<file path="config.mk">
export PLATFORM = sky130hd
export DESIGN_NAME = srtc_refresh_timing
export DESIGN_NICKNAME = d
export VERILOG_FILES = /design/src/srtc_pkg.sv /design/src/srtc_refresh_timing.sv /design/src/srtc_gap_counter.sv
export SDC_FILE = /design/constraint.sdc
export NUM_CORES = 1
export LEC_CHECK = 0
export BUFFER_PORTS_ARGS = -buffer_cell sky130_fd_sc_hd__buf_4
export CORE_MARGIN = 4
export CORE_UTILIZATION = 54
export CTS_CLUSTER_SIZE = 10
export DETAILED_ROUTE_END_ITERATION = 16
export PLACE_DENSITY = 0.83
export SETUP_SLACK_MARGIN = 0.1
export SLEW_MARGIN = 20
export SYNTH_ARGS = -nofsm -noshare
export SYNTH_HDL_FRONTEND = slang
export SYNTH_SLANG_ARGS = --single-unit
</file>
<file path="constraint.sdc">
create_clock -name sys_clk_in -period 2.2 [get_ports sys_clk_in]
set_input_delay 0.22 -clock sys_clk_in [delete_from_list [all_inputs] [get_ports sys_clk_in]]
set_output_delay 0.22 -clock sys_clk_in [all_outputs]
set_load 0.01 [all_outputs]
</file>
<file path="src/srtc_pkg.sv">
// package: register map, field layout, reset values and states of the refresh/timing block
package srtc_pkg;

  // ----------------------------------------------------------------
  // register map (byte addresses)
  // ----------------------------------------------------------------
  localparam int              ADDR_W                  = 8;
  localparam logic [7:0]      OFS_REFRESH_CONTROL     = 8'h00;
  localparam logic [7:0]      OFS_SDRAM_TIMING_ONE    = 8'h04;
  localparam logic [7:0]      OFS_SDRAM_CONFIG        = 8'h08;
  localparam logic [7:0]      OFS_STATUS              = 8'h0C;

  // ----------------------------------------------------------------
  // refresh_control layout
  // ----------------------------------------------------------------
  localparam int              SELF_REFRESH_BIT        = 31;
  localparam int              RSVD_KEEP_BIT           = 30;
  localparam int              RATE_LSB                = 0;
  localparam int              RATE_W                  = 16;
  localparam logic [15:0]     RATE_MIN                = 16'h0100;
  localparam logic [15:0]     RATE_RST                = 16'h0100;
  localparam logic            RSVD_KEEP_RST           = 1'b0;

  // ----------------------------------------------------------------
  // sdram_timing_one layout
  // ----------------------------------------------------------------
  localparam int              RFC_LSB                 = 25;
  localparam int              RFC_W                   = 7;
  localparam int              RP_LSB                  = 22;
  localparam int              RP_W                    = 3;
  localparam int              RCD_LSB                 = 19;
  localparam int              RCD_W                   = 3;
  localparam int              WR_LSB                  = 16;
  localparam int              WR_W                    = 3;
  localparam int              RAS_LSB                 = 11;
  localparam int              RAS_W                   = 5;
  localparam int              RC_LSB                  = 6;
  localparam int              RC_W                    = 5;
  localparam int              RRD_LSB                 = 3;
  localparam int              RRD_W                   = 3;
  localparam int              WTR_LSB                 = 0;
  localparam int              WTR_W                   = 2;
  localparam logic [31:0]     TIM1_RST                = 32'h7FFF_FFFB;
  localparam logic [31:0]     TIM1_WMASK              = 32'hFFFF_FFFB;

  // ----------------------------------------------------------------
  // configuration and status layout
  // ----------------------------------------------------------------
  localparam int              UNLOCK_BIT              = 0;
  localparam int              ENABLE_BIT              = 1;
  localparam logic [1:0]      CFG_RST                 = 2'h0;
  localparam int              STAT_STATE_LSB          = 0;
  localparam int              STAT_REFREQ_BIT         = 2;

  // ----------------------------------------------------------------
  // gap counters and banks
  // ----------------------------------------------------------------
  localparam int              GAP_W                   = 8;
  localparam int              BANKS                   = 8;
  localparam int              BANK_W                  = 3;

  typedef enum logic [1:0] {
    SR_RUN   = 2'b00,
    SR_ENTER = 2'b01,
    SR_HOLD  = 2'b10,
    SR_EXIT  = 2'b11
  } srtc_sr_state_e;

endpackage : srtc_pkg

</file>
<file path="src/srtc_refresh_timing.sv">
// refresh control, self-refresh sequencing and command spacing guard of the ddr2 controller
//
// Overview of operation
// - bit 31 set enters self-refresh; cleared, leaves self-refresh.
// - refresh bits 29-16 and timing bit 2 read zero, writes ignored.
// - bits 15-0 give auto-refresh period in system-clock cycles.
// - written rate below 0x0100 loads twice the refresh-cycle field instead.
// - refresh-cycle gap plus one from refresh/load-mode to refresh/activate.
// - precharge gap plus one from precharge to refresh or activate.
// - activate-to-access gap plus one from activate to read or write.
// - write-recovery gap plus one from last write data to precharge.
// - changing write-recovery field with controller enabled starts initialization.
// - activate-to-precharge gap plus one from activate to precharge, same bank.
// - activate cycle gap plus one between two successive activates.
// - bank-activate gap plus one between activates to different banks.
// - timing register writes take effect only while timing unlock is set.
// - write-to-read gap plus one from last write to a read.
`timescale 1ns/100ps
module srtc_refresh_timing (
  input  wire logic                        sys_clk_in,            // 10 MHz system clock
  input  wire logic                        rst_in,                // synchronous reset
  input  wire logic [srtc_pkg::ADDR_W-1:0] reg_addr_in,           // register byte address
  input  wire logic [31:0]                 reg_wdata_in,          // register write data
  input  wire logic                        reg_wr_in,             // write strobe
  input  wire logic                        reg_rd_in,             // read strobe
  output logic      [31:0]                 reg_rdata_out,         // read data, cycle after strobe
  input  wire logic                        act_issue_in,          // activate issued
  input  wire logic [srtc_pkg::BANK_W-1:0] act_bank_in,           // bank of the activate
  input  wire logic                        pre_issue_in,          // precharge issued
  input  wire logic                        ref_issue_in,          // auto-refresh issued
  input  wire logic                        lmr_issue_in,          // load-mode issued
  input  wire logic                        wr_last_in,            // last write data transfer
  input  wire logic                        sr_entered_in,         // memory now in self-refresh
  input  wire logic                        sr_exited_in,          // memory out of self-refresh
  output logic      [srtc_pkg::BANKS-1:0]  allow_act_out,         // activate allowed per bank
  output logic      [srtc_pkg::BANKS-1:0]  allow_pre_out,         // precharge allowed per bank
  output logic                             allow_rd_out,          // read allowed
  output logic                             allow_wr_out,          // write allowed
  output logic                             allow_ref_out,         // refresh allowed
  output logic                             refresh_req_out,       // auto-refresh due
  output logic                             self_refresh_req_out,  // drive memory to self-refresh
  output logic                             in_self_refresh_out,   // controller in self-refresh
  output logic                             init_start_out         // start initialization, pulse
);
  import srtc_pkg::*;

  // ----------------------------------------------------------------
  // field helpers
  // ----------------------------------------------------------------
  function automatic logic [GAP_W-1:0] gap_of(input logic [31:0] w, input int lsb,
                                              input int width);
    logic [31:0] f;
    f = (w >> lsb) & ((32'h0000_0001 << width) - 32'h0000_0001);
    gap_of = f[GAP_W-1:0] + 8'h01;
  endfunction : gap_of

  function automatic logic [2:0] wr_field(input logic [31:0] w);
    wr_field = w[WR_LSB +: WR_W];
  endfunction : wr_field

  // ----------------------------------------------------------------
  // registers
  // ----------------------------------------------------------------
  logic                 sr_bit_q;
  logic                 sr_bit_d;
  logic                 keep_bit_q;
  logic                 keep_bit_d;
  logic [RATE_W-1:0]    rate_q;
  logic [RATE_W-1:0]    rate_d;
  logic [31:0]          tim1_q;
  logic [31:0]          tim1_d;
  logic [1:0]           cfg_q;
  logic [1:0]           cfg_d;
  logic [31:0]          rdata_q;
  logic [31:0]          rdata_d;
  logic                 init_q;
  logic                 init_d;
  logic [RATE_W-1:0]    rfc_twice;
  srtc_sr_state_e       state_q;
  srtc_sr_state_e       state_d;
  logic                 ref_pend_q;
  logic                 ref_pend_d;

  always_comb begin
    sr_bit_d   = sr_bit_q;
    keep_bit_d = keep_bit_q;
    rate_d     = rate_q;
    tim1_d     = tim1_q;
    cfg_d      = cfg_q;
    init_d     = 1'b0;
    rdata_d    = 32'h0000_0000;
    rfc_twice  = {8'h00, tim1_q[RFC_LSB +: RFC_W], 1'b0};
    if (reg_wr_in) begin
      unique case (reg_addr_in)
        OFS_REFRESH_CONTROL: begin
          sr_bit_d   = reg_wdata_in[SELF_REFRESH_BIT];
          keep_bit_d = reg_wdata_in[RSVD_KEEP_BIT];
          if (reg_wdata_in[RATE_LSB +: RATE_W] < RATE_MIN) begin
            rate_d = rfc_twice;
          end else begin
            rate_d = reg_wdata_in[RATE_LSB +: RATE_W];
          end
        end
        OFS_SDRAM_TIMING_ONE: begin
          if (cfg_q[UNLOCK_BIT]) begin
            tim1_d = reg_wdata_in & TIM1_WMASK;
            // only a real change of the field restarts the memory
            init_d = cfg_q[ENABLE_BIT] &&
                     (wr_field(reg_wdata_in) != wr_field(tim1_q));
          end
        end
        OFS_SDRAM_CONFIG: begin
          cfg_d[UNLOCK_BIT] = reg_wdata_in[UNLOCK_BIT];
          cfg_d[ENABLE_BIT] = reg_wdata_in[ENABLE_BIT];
        end
        default: begin
        end
      endcase
    end
    if (reg_rd_in) begin
      unique case (reg_addr_in)
        OFS_REFRESH_CONTROL: begin
          rdata_d[SELF_REFRESH_BIT]        = sr_bit_q;
          rdata_d[RSVD_KEEP_BIT]           = keep_bit_q;
          rdata_d[RATE_LSB +: RATE_W]      = rate_q;
        end
        OFS_SDRAM_TIMING_ONE: begin
          rdata_d = tim1_q & TIM1_WMASK;
        end
        OFS_SDRAM_CONFIG: begin
          rdata_d[UNLOCK_BIT] = cfg_q[UNLOCK_BIT];
          rdata_d[ENABLE_BIT] = cfg_q[ENABLE_BIT];
        end
        OFS_STATUS: begin
          rdata_d[STAT_STATE_LSB +: 2] = state_q;
          rdata_d[STAT_REFREQ_BIT]     = ref_pend_q;
        end
        default: begin
        end
      endcase
    end
  end

  always_ff @(posedge sys_clk_in) begin
    if (rst_in) begin
      sr_bit_q   <= 1'b0;
      keep_bit_q <= RSVD_KEEP_RST;
      rate_q     <= RATE_RST;
      tim1_q     <= TIM1_RST;
      cfg_q      <= CFG_RST;
      rdata_q    <= 32'h0000_0000;
      init_q     <= 1'b0;
    end else begin
      sr_bit_q   <= sr_bit_d;
      keep_bit_q <= keep_bit_d;
      rate_q     <= rate_d;
      tim1_q     <= tim1_d;
      cfg_q      <= cfg_d;
      rdata_q    <= rdata_d;
      init_q     <= init_d;
    end
  end

  // ----------------------------------------------------------------
  // self-refresh sequencing and refresh interval
  // ----------------------------------------------------------------
  logic [RATE_W-1:0]    ivl_q;
  logic [RATE_W-1:0]    ivl_d;
  logic                 expire;
  logic                 srq_q;
  logic                 srq_d;
  logic                 insr_q;
  logic                 insr_d;

  always_comb begin
    state_d = state_q;
    unique case (state_q)
      SR_RUN:   if (sr_bit_q) begin
        state_d = SR_ENTER;
      end
      SR_ENTER: if (sr_entered_in) begin
        state_d = SR_HOLD;
      end
      SR_HOLD:  if (!sr_bit_q) begin
        state_d = SR_EXIT;
      end
      SR_EXIT:  if (sr_exited_in) begin
        state_d = SR_RUN;
      end
    endcase
    // period equals the rate: reload at one, not at zero
    expire = (ivl_q <= 16'h0001);
    ivl_d  = expire ? rate_q : ivl_q - 16'h0001;
    // a refresh due in the issue cycle is kept: set wins
    if (state_q != SR_RUN) begin
      ref_pend_d = 1'b0;
    end else if (expire) begin
      ref_pend_d = 1'b1;
    end else if (ref_issue_in) begin
      ref_pend_d = 1'b0;
    end else begin
      ref_pend_d = ref_pend_q;
    end
    srq_d  = (state_d == SR_ENTER) || (state_d == SR_HOLD);
    insr_d = (state_d != SR_RUN);
  end

  always_ff @(posedge sys_clk_in) begin
    if (rst_in) begin
      state_q    <= SR_RUN;
      ivl_q      <= RATE_RST;
      ref_pend_q <= 1'b0;
      srq_q      <= 1'b0;
      insr_q     <= 1'b0;
    end else begin
      state_q    <= state_d;
      ivl_q      <= ivl_d;
      ref_pend_q <= ref_pend_d;
      srq_q      <= srq_d;
      insr_q     <= insr_d;
    end
  end

  // ----------------------------------------------------------------
  // command spacing counters
  // ----------------------------------------------------------------
  logic                 rfc_ok;
  logic                 rp_ok;
  logic                 rcd_ok;
  logic                 wr_ok;
  logic                 rc_ok;
  logic                 rrd_ok;
  logic                 wtr_ok;
  logic [BANKS-1:0]     ras_ok;

  srtc_gap_counter u_rfc (.sys_clk_in(sys_clk_in), .rst_in(rst_in),
    .load_in(ref_issue_in | lmr_issue_in),
    .load_val_in(gap_of(tim1_q, RFC_LSB, RFC_W)), .idle_next_out(rfc_ok));
  srtc_gap_counter u_rp (.sys_clk_in(sys_clk_in), .rst_in(rst_in), .load_in(pre_issue_in),
    .load_val_in(gap_of(tim1_q, RP_LSB, RP_W)), .idle_next_out(rp_ok));
  srtc_gap_counter u_rcd (.sys_clk_in(sys_clk_in), .rst_in(rst_in), .load_in(act_issue_in),
    .load_val_in(gap_of(tim1_q, RCD_LSB, RCD_W)), .idle_next_out(rcd_ok));
  srtc_gap_counter u_wr (.sys_clk_in(sys_clk_in), .rst_in(rst_in), .load_in(wr_last_in),
    .load_val_in(gap_of(tim1_q, WR_LSB, WR_W)), .idle_next_out(wr_ok));
  srtc_gap_counter u_rc (.sys_clk_in(sys_clk_in), .rst_in(rst_in), .load_in(act_issue_in),
    .load_val_in(gap_of(tim1_q, RC_LSB, RC_W)), .idle_next_out(rc_ok));
  srtc_gap_counter u_rrd (.sys_clk_in(sys_clk_in), .rst_in(rst_in), .load_in(act_issue_in),
    .load_val_in(gap_of(tim1_q, RRD_LSB, RRD_W)), .idle_next_out(rrd_ok));
  srtc_gap_counter u_wtr (.sys_clk_in(sys_clk_in), .rst_in(rst_in), .load_in(wr_last_in),
    .load_val_in(gap_of(tim1_q, WTR_LSB, WTR_W)), .idle_next_out(wtr_ok));

  // one activate-to-precharge counter per bank
  for (genvar b = 0; b < BANKS; b++) begin : g_ras
    srtc_gap_counter u_ras (.sys_clk_in(sys_clk_in), .rst_in(rst_in),
      .load_in(act_issue_in && (act_bank_in == BANK_W'(b))),
      .load_val_in(gap_of(tim1_q, RAS_LSB, RAS_W)), .idle_next_out(ras_ok[b]));
  end

  // ----------------------------------------------------------------
  // permissions, registered so an issue drops them on the next cycle
  // ----------------------------------------------------------------
  logic [BANK_W-1:0]    last_bank_q;
  logic [BANK_W-1:0]    last_bank_d;
  logic [BANKS-1:0]     act_ok_q;
  logic [BANKS-1:0]     act_ok_d;
  logic [BANKS-1:0]     pre_ok_q;
  logic [BANKS-1:0]     pre_ok_d;
  logic                 rd_ok_q;
  logic                 rd_ok_d;
  logic                 wr_ok_q;
  logic                 wr_ok_d;
  logic                 ref_ok_q;
  logic                 ref_ok_d;
  logic                 run_d;

  always_comb begin
    run_d       = (state_d == SR_RUN);
    last_bank_d = act_issue_in ? act_bank_in : last_bank_q;
    for (int b = 0; b < BANKS; b++) begin
      // same bank is covered by the activate cycle gap alone
      act_ok_d[b] = run_d && rfc_ok && rp_ok && rc_ok &&
                    (rrd_ok || (last_bank_d == BANK_W'(b)));
      pre_ok_d[b] = run_d && wr_ok && ras_ok[b];
    end
    rd_ok_d  = run_d && rcd_ok && wtr_ok;
    wr_ok_d  = run_d && rcd_ok;
    ref_ok_d = run_d && rfc_ok && rp_ok;
  end

  always_ff @(posedge sys_clk_in) begin
    if (rst_in) begin
      last_bank_q <= '0;
      act_ok_q    <= '0;
      pre_ok_q    <= '0;
      rd_ok_q     <= 1'b0;
      wr_ok_q     <= 1'b0;
      ref_ok_q    <= 1'b0;
    end else begin
      last_bank_q <= last_bank_d;
      act_ok_q    <= act_ok_d;
      pre_ok_q    <= pre_ok_d;
      rd_ok_q     <= rd_ok_d;
      wr_ok_q     <= wr_ok_d;
      ref_ok_q    <= ref_ok_d;
    end
  end

  assign reg_rdata_out        = rdata_q;
  assign allow_act_out        = act_ok_q;
  assign allow_pre_out        = pre_ok_q;
  assign allow_rd_out         = rd_ok_q;
  assign allow_wr_out         = wr_ok_q;
  assign allow_ref_out        = ref_ok_q;
  assign refresh_req_out      = ref_pend_q;
  assign self_refresh_req_out = srq_q;
  assign in_self_refresh_out  = insr_q;
  assign init_start_out       = init_q;

endmodule : srtc_refresh_timing

</file>
<file path="src/srtc_gap_counter.sv">
// minimum-gap down-counter used for every command spacing
`timescale 1ns/100ps
module srtc_gap_counter (
  input  wire logic                      sys_clk_in,    // system clock
  input  wire logic                      rst_in,        // synchronous reset, active high
  input  wire logic                      load_in,       // governing command issued
  input  wire logic [srtc_pkg::GAP_W-1:0] load_val_in,  // field value plus one
  output logic                           idle_next_out  // counter is zero after this edge
);
  import srtc_pkg::*;

  logic [GAP_W-1:0] cnt_q;
  logic [GAP_W-1:0] cnt_d;

  // ----------------------------------------------------------------
  // count
  // ----------------------------------------------------------------
  always_comb begin
    if (load_in) begin
      cnt_d = load_val_in;
    end else if (cnt_q != '0) begin
      cnt_d = cnt_q - 8'h01;
    end else begin
      cnt_d = cnt_q;
    end
    idle_next_out = (cnt_d == '0);
  end

  always_ff @(posedge sys_clk_in) begin
    if (rst_in) begin
      cnt_q <= '0;
    end else begin
      cnt_q <= cnt_d;
    end
  end

endmodule : srtc_gap_counter

</file>
# After elaboration in Yosys (flattened, before gate mapping)
# Index checks and enable logic that the tools add are counted.
# word_totals
regBits	247
latchBits	0
mem_bits_rw	0
mem_bits_ro	0
out_inout_bits	55
elab_cells	217
memories	0
# classes
add_sub_neg	24
n_mul	0
div_mod_pow	0
magnitude_cmp	2
eq_ne	23
n_shift	0
muxes	44
bitwise	5
reduce_logical	85
# op_table
operator	count
2-to-1 mux 8 bit	30
logical NOT 8 bit	16
nonzero test 8 bit	15
subtractor 8 x 1 -> 8 bit, second input constant	15
2-to-1 mux 16 bit	2
logical AND 1 bit	31
one-hot mux 13 bit (2 select lines)	1
== test 3 bit, second input constant	8
adder 3 x 1 -> 4 bit, second input constant	4
== test 8 x 4 -> 1 bit, second input constant	2
less-or-equal comparator 16 x 1 -> 1 bit, second input constant	1
< comparator 16 x 9 -> 1 bit, second input constant	1
one-hot mux 2 bit (4 select lines)	2
subtractor 16 x 1 -> 16 bit, second input constant	1
adder 5 x 1 -> 6 bit, second input constant	2
== test 3 x 2 -> 1 bit, second input constant	4
logical OR 1 bit	9
adder 7 x 1 -> 8 bit, second input constant	1
== test 8 x 3 -> 1 bit, second input constant	1
2-to-1 mux 2 bit	4
== test 2 bit, second input constant	3
== test 3 x 1 -> 1 bit, second input constant	2
logical NOT 3 bit	2
nonzero test 2 bit	3
other kinds (15)	23

# Longest topological paths before layout
# Gate-level depths: netlist (run 1).
# depth
ltp_word	8
ltp_mapped	10
ltp_nobuf	8

# By module
# A second synthesis (run 1) with hierarchy kept.
# unflattened
cells_unflattened	1474
hier_area_um2	13449.1
# by_module_without_submodules
module	instances	cells_per_inst	area_per_inst_um2	seq_area_each_um2
srtc_gap_counter (g_ras[0].u_ras ...)	14	62	549.3	160.2
srtc_refresh_timing	1	538	5200.0	2542.4
srtc_gap_counter (g_ras[7].u_ras)	1	68	559.3	160.2

# Worst setup path after synthesis (run 1)
# Ideal clock, no wire load.
# synth_timing
path_kind	register to register
from	reg u_wr.cnt_q[2]
to	reg pre_ok_q[0] (netlist: allow_pre_out[0])
setup_time_ps	92
arrival_ps	2261
required_ps	2108
path_slack_ps	-153
path_stages_with_launch	7
n_path_buf	0
path_cell_list	dfxtp_1 > or4_1 > nor4b_4 > mux2_1 > o22ai_1 > nand4_2 > nor4_1
# synth_between
elab_chain_len	6
elab_cells_between_ends	7
classes_between	add/sub (1); mux (2); reduce/logical (4)
# synth_lines
item	line_no	text
from (decl)	srtc_gap_counter.sv:12	logic [GAP_W-1:0] cnt_q;
from (signal assigned)	srtc_gap_counter.sv:33	cnt_q <= cnt_d;
subtractor 8 x 1 -> 8 bit or nonzero test 8 bit (tied branches)	srtc_gap_counter.sv:22, srtc_gap_counter.sv:21	
2-to-1 mux 8 bit *	srtc_gap_counter.sv:21	end else if (cnt_q != '0) begin
2-to-1 mux 8 bit *	srtc_gap_counter.sv:19	if (load_in) begin
logical NOT 8 bit *	srtc_gap_counter.sv:26	idle_next_out = (cnt_d == '0);
logical AND 1 bit * (2 in series)	srtc_refresh_timing.sv:283	pre_ok_d[b] = run_d && wr_ok && ras_ok[b];
to (signal assigned)	srtc_refresh_timing.sv:301	pre_ok_q <= pre_ok_d;
to (decl)	srtc_refresh_timing.sv:266	logic [BANKS-1:0] pre_ok_q;
# Mark *: on every way between the ends. The rest lies on a longest branch, timed or not.
# A chain may end at the register's enable or synchronous reset.

# Final worst setup path (run 1)
# layout_timing
from	reg u_wr.cnt_q[5]
to	reg pre_ok_q[4] (netlist: allow_pre_out[4])
# Same word-level chain as after synthesis.

==> flow_summary.ini, run 1 <==
[cells_and_area]
syn_to_final_growth_pct = 27.5
drive_gt1_frac = 0.217
nFillCells = 1597
diodes = 0
final_cell_mix = dfxtp_1, buf_4, nor2_1, nand2_1, a21oi_1
nNetsFinal = 1798
final_common_cell = dfxtp_1
final_cell_count_no_fill = 1994

[clocking]
tritoncts = built
cts.path.max_buffers = 3
cts.sinks = 247
clock-root-buffer = clkbuf_16
cts_buffers = 29
clk_latency_ps = 530
htree_levels = 1
clk_pin_slew_worst_paths_ps = 60

[pwr]
peakVddDrop_v = 0.000763
p_leak_nw = 6.82
p_per_area_mw_per_mm2 = 1280

[synth]
syn_nets = 1580
yosysTopAreaCellShare = 0.396
seq_area_frac_synth = 0.396
ys_ff_latch = 247
async_reset_ff_frac = 0
ys_types = 82
synth_area_leaders = dfxtp_1, nor2_1, xnor2_1, nand2_1, ha_1
synth_ff_type = dfxtp_1
synth_top_cell_by_area = dfxtp_1
syn_avg_cell_area_sq_um = 8.41
synth-edff-count = 0
syn_inst = 1486
syn-cell-area_sq_mm = 0.0125
yosys_warnings = 0

[grt]
grt_max_degree = 90
track_usage = 0.260
first_global_vias = 11400
antenna_found_initial = 0
grt_pass1_wl_mm = 56.4
gr-total-overflow = 0

[worst_setup_path]
start_kind = flip-flop
worstPathMaxFanout = 6
critPathCaptureType = flip-flop
cp_data_required_time_ps = 2660
r2r_cells = 9
arrival_ps = 2880
crit_type = reg2reg

[hold_path]
hp-class = in2reg
min_path_cells = 3

[die]
die_h_um = 160
rows = 55
ioPinCount = 109
start_util = 0.551
die_area_sq_mm = 0.0256
coreArea_sq_mm = 0.0227
die_w_um = 160

[timing]
maxSlewViolCount = 0
timing.fmax_mhz = 413
setup_violations = 17
holdWs_ps = 39.8
final.setup_skew_ps = 10.3
max_slew.worst_pin.slew_ps = 891
report.final.hold_viol_count = 0
maxSlewHeadroom = 0.406
fin_crit_ps = 2420
setup_slack_ps = -222
rsz0062_at_grt = true
finalCritPeriodShare = 1.10

[run]
drv_cap = 0

[place]
hpwlAfterDp_mm = 23.1
dpl.cell_count = 1901
numPortBuffers = 108
place.gp.congestion = 0.922

[routing]
viasPerCell = 5.96
wl_per_cell_um = 18.2
routed_wl_mm = 36.2
ant_nets = 0
dr.pass1.iters = 6
drc_errors = 0
drt-initial-drc-count = 1103
dr_total_vias = 11900

[run_status]
violations = setup timing
status = complete, but fails checks
what timing repair did:
| action | in CTS | in global routing |
|---|---|---|
| endpoints found under the setup margin | 19 | 22 |
| gates resized for setup | 29 | 59 |
| gates cloned | 1 | 1 |
| hold endpoints to repair | 48 | 0 |
| hold buffers | 33 | 0 |
| pin swaps | 26 | 25 |
| setup buffers | 10 | 12 |
layer usage:
| metal | GRT usage | vias to the layer above | wire length (um) |
|---|---|---|---|
| met5 | 0 | - | 0 |
| met4 | 0.103 | 0 | 1330 |
| met3 | 0.0397 | 128 | 2500 |
| met2 | 0.428 | 499 | 17200 |
| met1 | 0.344 | 5609 | 15100 |
| li1 | - | 5650 | - |
cells by family (layout without fill, tap and decap cells):
kind of cell    Yosys count  in the layout  synth area share
flops                   247            247             0.396
compound gates          225            225             0.120
xor+xnor                111            111            0.0778
buf+inv                 116            338            0.0354
fa+ha+maj                40             40            0.0400
simple gates            708            709             0.297
mux                      39             39            0.0344
sequential cells by signal, summed over array words and instances (netlist names), 2 cells and up:
| signal | count |
|---|---|
| u_rp.cnt_q | 8 |
| reg_rdata_out | 32 |
| u_rcd.cnt_q | 8 |
| ivl_q | 16 |
| u_rfc.cnt_q | 8 |
| cfg_q | 2 |
| u_wtr.cnt_q | 8 |
| u_rc.cnt_q | 8 |
| allow_act_out | 8 |
| u_rrd.cnt_q | 8 |
| rate_q | 16 |
| tim1_q | 31 |
| g_ras.u_ras.cnt_q | 64 |
| u_wr.cnt_q | 8 |
| last_bank_q | 3 |
| state_q | 2 |
| allow_pre_out | 8 |
critical path, stage by stage, from the launching register on:
cell and delay [ps]:
dfxtp_2 320, or4_4 560, buf_4 160, nor3_1 330, nor3b_1 110, a21oi_1 240
nand4_2 150, buf_8 180, buf_12 130, nor3_4 150
cell usage after synthesis (all sizes together) (26+ instances only):
cell type	count
inv	43
xnor2	70
o21ai	29
a211oi	26
nand3b	37
nor4	42
ha	40
nor2	205
clkbuf	64
dfxtp	247
nand2	154
xor2	41
a21oi	72
nor3	75
per-stage QoR:
| step | setup WS, ps | total power (W) | setup TNS, ps | util | cell area [sq um] |
|---|---|---|---|---|---|
| 2_1_floorplan | -100 | 0.0127 | -504 | - | 12500 |
| 3_3_place_gp | -79.4 | 0.0146 | -747 | 0.624 | 14200 |
| 3_5_place_dp | -135 | 0.0149 | -1650 | 0.624 | 14200 |
| 4_1_cts | -93.2 | 0.0196 | -771 | 0.683 | 15500 |
| 5_1_grt | -327 | 0.0218 | -3920 | 0.702 | 15900 |
| 6_report | -222 | 0.0204 | -3050 | 0.702 | 15900 |
report_power, final:
| part | total, W | internal [W] | switching (W) |
|---|---|---|---|
| registers | 0.00614 | 0.00533 | 0.000807 |
| clock network | 0.00423 | 0.00248 | 0.00175 |
| logic | 0.0100 | 0.00475 | 0.00524 |
| total | 0.0204 | 0.0126 | 0.00780 |
layout make-up:
type	count	area [sq um]	area share
clock buffer	34	754	0.0473
clock inverter	2	35.0	0.00220
inverter	43	161	0.0101
multi-input combinational	1124	7570	0.475
sequential	247	4960	0.311
tap	285	357	0.0224
timing repair buffer	259	2110	0.132
path summary, 6_finish.rpt:
path / from / end / slack, ps
max: u_wr.cnt_q[5] / allow_pre_out[4] / -220
min: reg_addr_in[3] / reg_rdata_out[2] / 40
max reg2reg: u_wr.cnt_q[5] / allow_pre_out[4] / -220
min reg2reg: keep_bit_q / keep_bit_q / 460
Note: power is estimated with default switching activity, not from simulation.
==> run 2, diff against run 1 <==
--- a/config.mk
+++ b/config.mk
@@ -5,12 +5,12 @@
 export SDC_FILE = /design/constraint.sdc
 export NUM_CORES = 1
 export LEC_CHECK = 0
-export BUFFER_PORTS_ARGS = -buffer_cell sky130_fd_sc_hd__buf_4
+export BUFFER_PORTS_ARGS = -buffer_cell sky130_fd_sc_hd__buf_2
 export CORE_MARGIN = 4
-export CORE_UTILIZATION = 54
+export CORE_UTILIZATION = 55
 export CTS_CLUSTER_SIZE = 10
 export DETAILED_ROUTE_END_ITERATION = 16
-export PLACE_DENSITY = 0.83
+export PLACE_DENSITY = 0.81
 export SETUP_SLACK_MARGIN = 0.1
 export SLEW_MARGIN = 20
 export SYNTH_ARGS = -nofsm -noshare
==> constraint.sdc (replaced) <==
create_clock -name sys_clk_in -period 2.26 [get_ports sys_clk_in]
set_input_delay 0.226 -clock sys_clk_in [delete_from_list [all_inputs] [get_ports sys_clk_in]]
set_output_delay 0.226 -clock sys_clk_in [all_outputs]
set_load 0.01 [all_outputs]
==> flow_summary.ini, run 2 (synthesis results as in run 1) <==
[cells_and_area]
syn_to_final_growth_pct = 22.4
nNetsFinal = 1771
final_common_cell = dfxtp_1
largest_reg_flops = 64
finish.utilization = 0.692
final_cell_mix = dfxtp_1, nor2_1, nand2_1, buf_2, buf_4
drive_gt1_frac = 0.201
largest_register = g_ras.u_ras.cnt_q
diodes = 0

[die]
coreArea_sq_mm = 0.0221
die_area_sq_mm = 0.0252
rows = 54
die_w_um = 159
ioPinCount = 109
die_h_um = 159
start_util = 0.566

[hold_path]
hold_start = ref_issue_in
hp-class = in2reg
min_to = refresh_req_out
min_path_cells = 3

[place]
hpwlAfterDp_mm = 22.9
numPortBuffers = 108
place.gp.congestion = 0.935

[timing]
rsz0062_at_grt = true
fin_setup_tns_ps = -1110
final.setup_skew_ps = 13.2
max_slew.worst_pin.slew_ps = 681
holdWs_ps = 20.9
finalCritPeriodShare = 1.06
maxSlewHeadroom = 0.544
setup_violations = 11
report.final.hold_viol_count = 0
timing.fmax_mhz = 417
setup_slack_ps = -135
maxSlewViolCount = 0
fin_crit_ps = 2400

[worst_setup_path]
cp_data_required_time_ps = 2710
max_stage_delay_ps = 570
path_buf_inv = 1
arrival_ps = 2840
crit-reg2reg-launch = u_rfc.cnt_q[2]
cp_slowest_cell = or4_4
start_kind = flip-flop
critPathTopFamily = simple AND/OR/NAND/NOR gates
crit_type = reg2reg
critPathCaptureType = flip-flop
r2r_cells = 7
rr_endpoint = allow_act_out[5]
worstPathMaxFanout = 4
reg2reg_slack_ps = -140
critical_path.cell_chain = or4_4 > o31ai_2 > o22ai_1 > nor4_4 > buf_6 > nand4_4 > nor4_2

[run]
drv_cap = 0

[grt]
track_usage = 0.258
gr-max-usage-layer = met2
grt_max_degree = 141
antenna_found_initial = 0
gr-total-overflow = 0
gr-usage-met3 = 0.0402
first_global_vias = 11300
use_met1 = 0.351
grt_pass1_wl_mm = 55.7
grtUsageMet2 = 0.427

[clocking]
clk_latency_ps = 530
htree_levels = 1
cts.sinks = 247
clock-root-buffer = clkbuf_16
tritoncts = built
cts_buffers = 28
cts.path.max_buffers = 3
clk_pin_slew_worst_paths_ps = 50

[run_status]
violations = setup timing
status = complete, but fails checks

[routing]
wl_per_cell_um = 17.3
drc_errors = 0
viasPerCell = 5.92
dr.pass1.iters = 5
dr_total_vias = 11600
drt-initial-drc-count = 969
routed_wl_mm = 33.9
ant_nets = 0

[pwr]
p_per_area_mw_per_mm2 = 1250
p_leak_nw = 6.56
peakVddDrop_v = 0.000735
[run 2: layout make-up]
type,instances,area [sq um]
inverter,43,161
multi-input combinational,1124,7460
tap,280,350
timing repair buffer,233,1630
clock buffer,32,737
sequential,247,4960
fill,1647,6800
[run 2: worst max path at each step]
stage                               from                to  slack, ps  cells after the start
after floorplan            u_wr.cnt_q[3]  allow_pre_out[1]        -40                      6
after global placement     u_rp.cnt_q[0]  allow_act_out[5]        -40                      9
after detailed placement   u_rp.cnt_q[0]  allow_act_out[4]       -170                      9
after CTS                 u_rfc.cnt_q[2]  allow_act_out[4]       -160                      7
after global routing       u_rc.cnt_q[1]  allow_act_out[3]       -230                      9
final                     u_rfc.cnt_q[2]  allow_act_out[5]       -140                      7
[run 2: metrics by stage]
stage | setup WS [ps] | cell area [sq um] | total power, W | cells
global route | -231 | 15300 | 0.0205 | 1959
global placement | -35.8 | 13800 | 0.0140 | 1884
floorplan | -40.5 | 12500 | 0.0123 | 1486
detailed placement | -172 | 13800 | 0.0143 | 1884
finish | -135 | 15300 | 0.0191 | 1959
CTS | -156 | 15100 | 0.0186 | 1956
[run 2: layer usage]
metal | wire length (um) | vias to the layer above
met1 | 14900 | 5493
li1 | - | 5598
met4 | 838 | 0
met3 | 2270 | 75
met2 | 15900 | 422
met5 | 0 | -
[run 2: power by group]
group / switching [W] / internal (W)
logic: 0.00484 / 0.00436
clock network: 0.00162 / 0.00225
registers: 0.000810 / 0.00519
total: 0.00727 / 0.0118
[run 2: worst min-delay path: cells and delay by family]
family	cells	cell delay [ps]
AOI/OAI and AO/OA	1	80
buffers and inverters	1	100
and+or+nand+nor	1	90
[run 2: what timing repair did]
item,in CTS,in global routing
setup endpoints to repair,19,23
cloned,1,0
hold buffers,31,0
buffers inserted,8,3
pin swaps,17,12
endpoints found under the hold margin,42,0
gates resized for setup,30,39
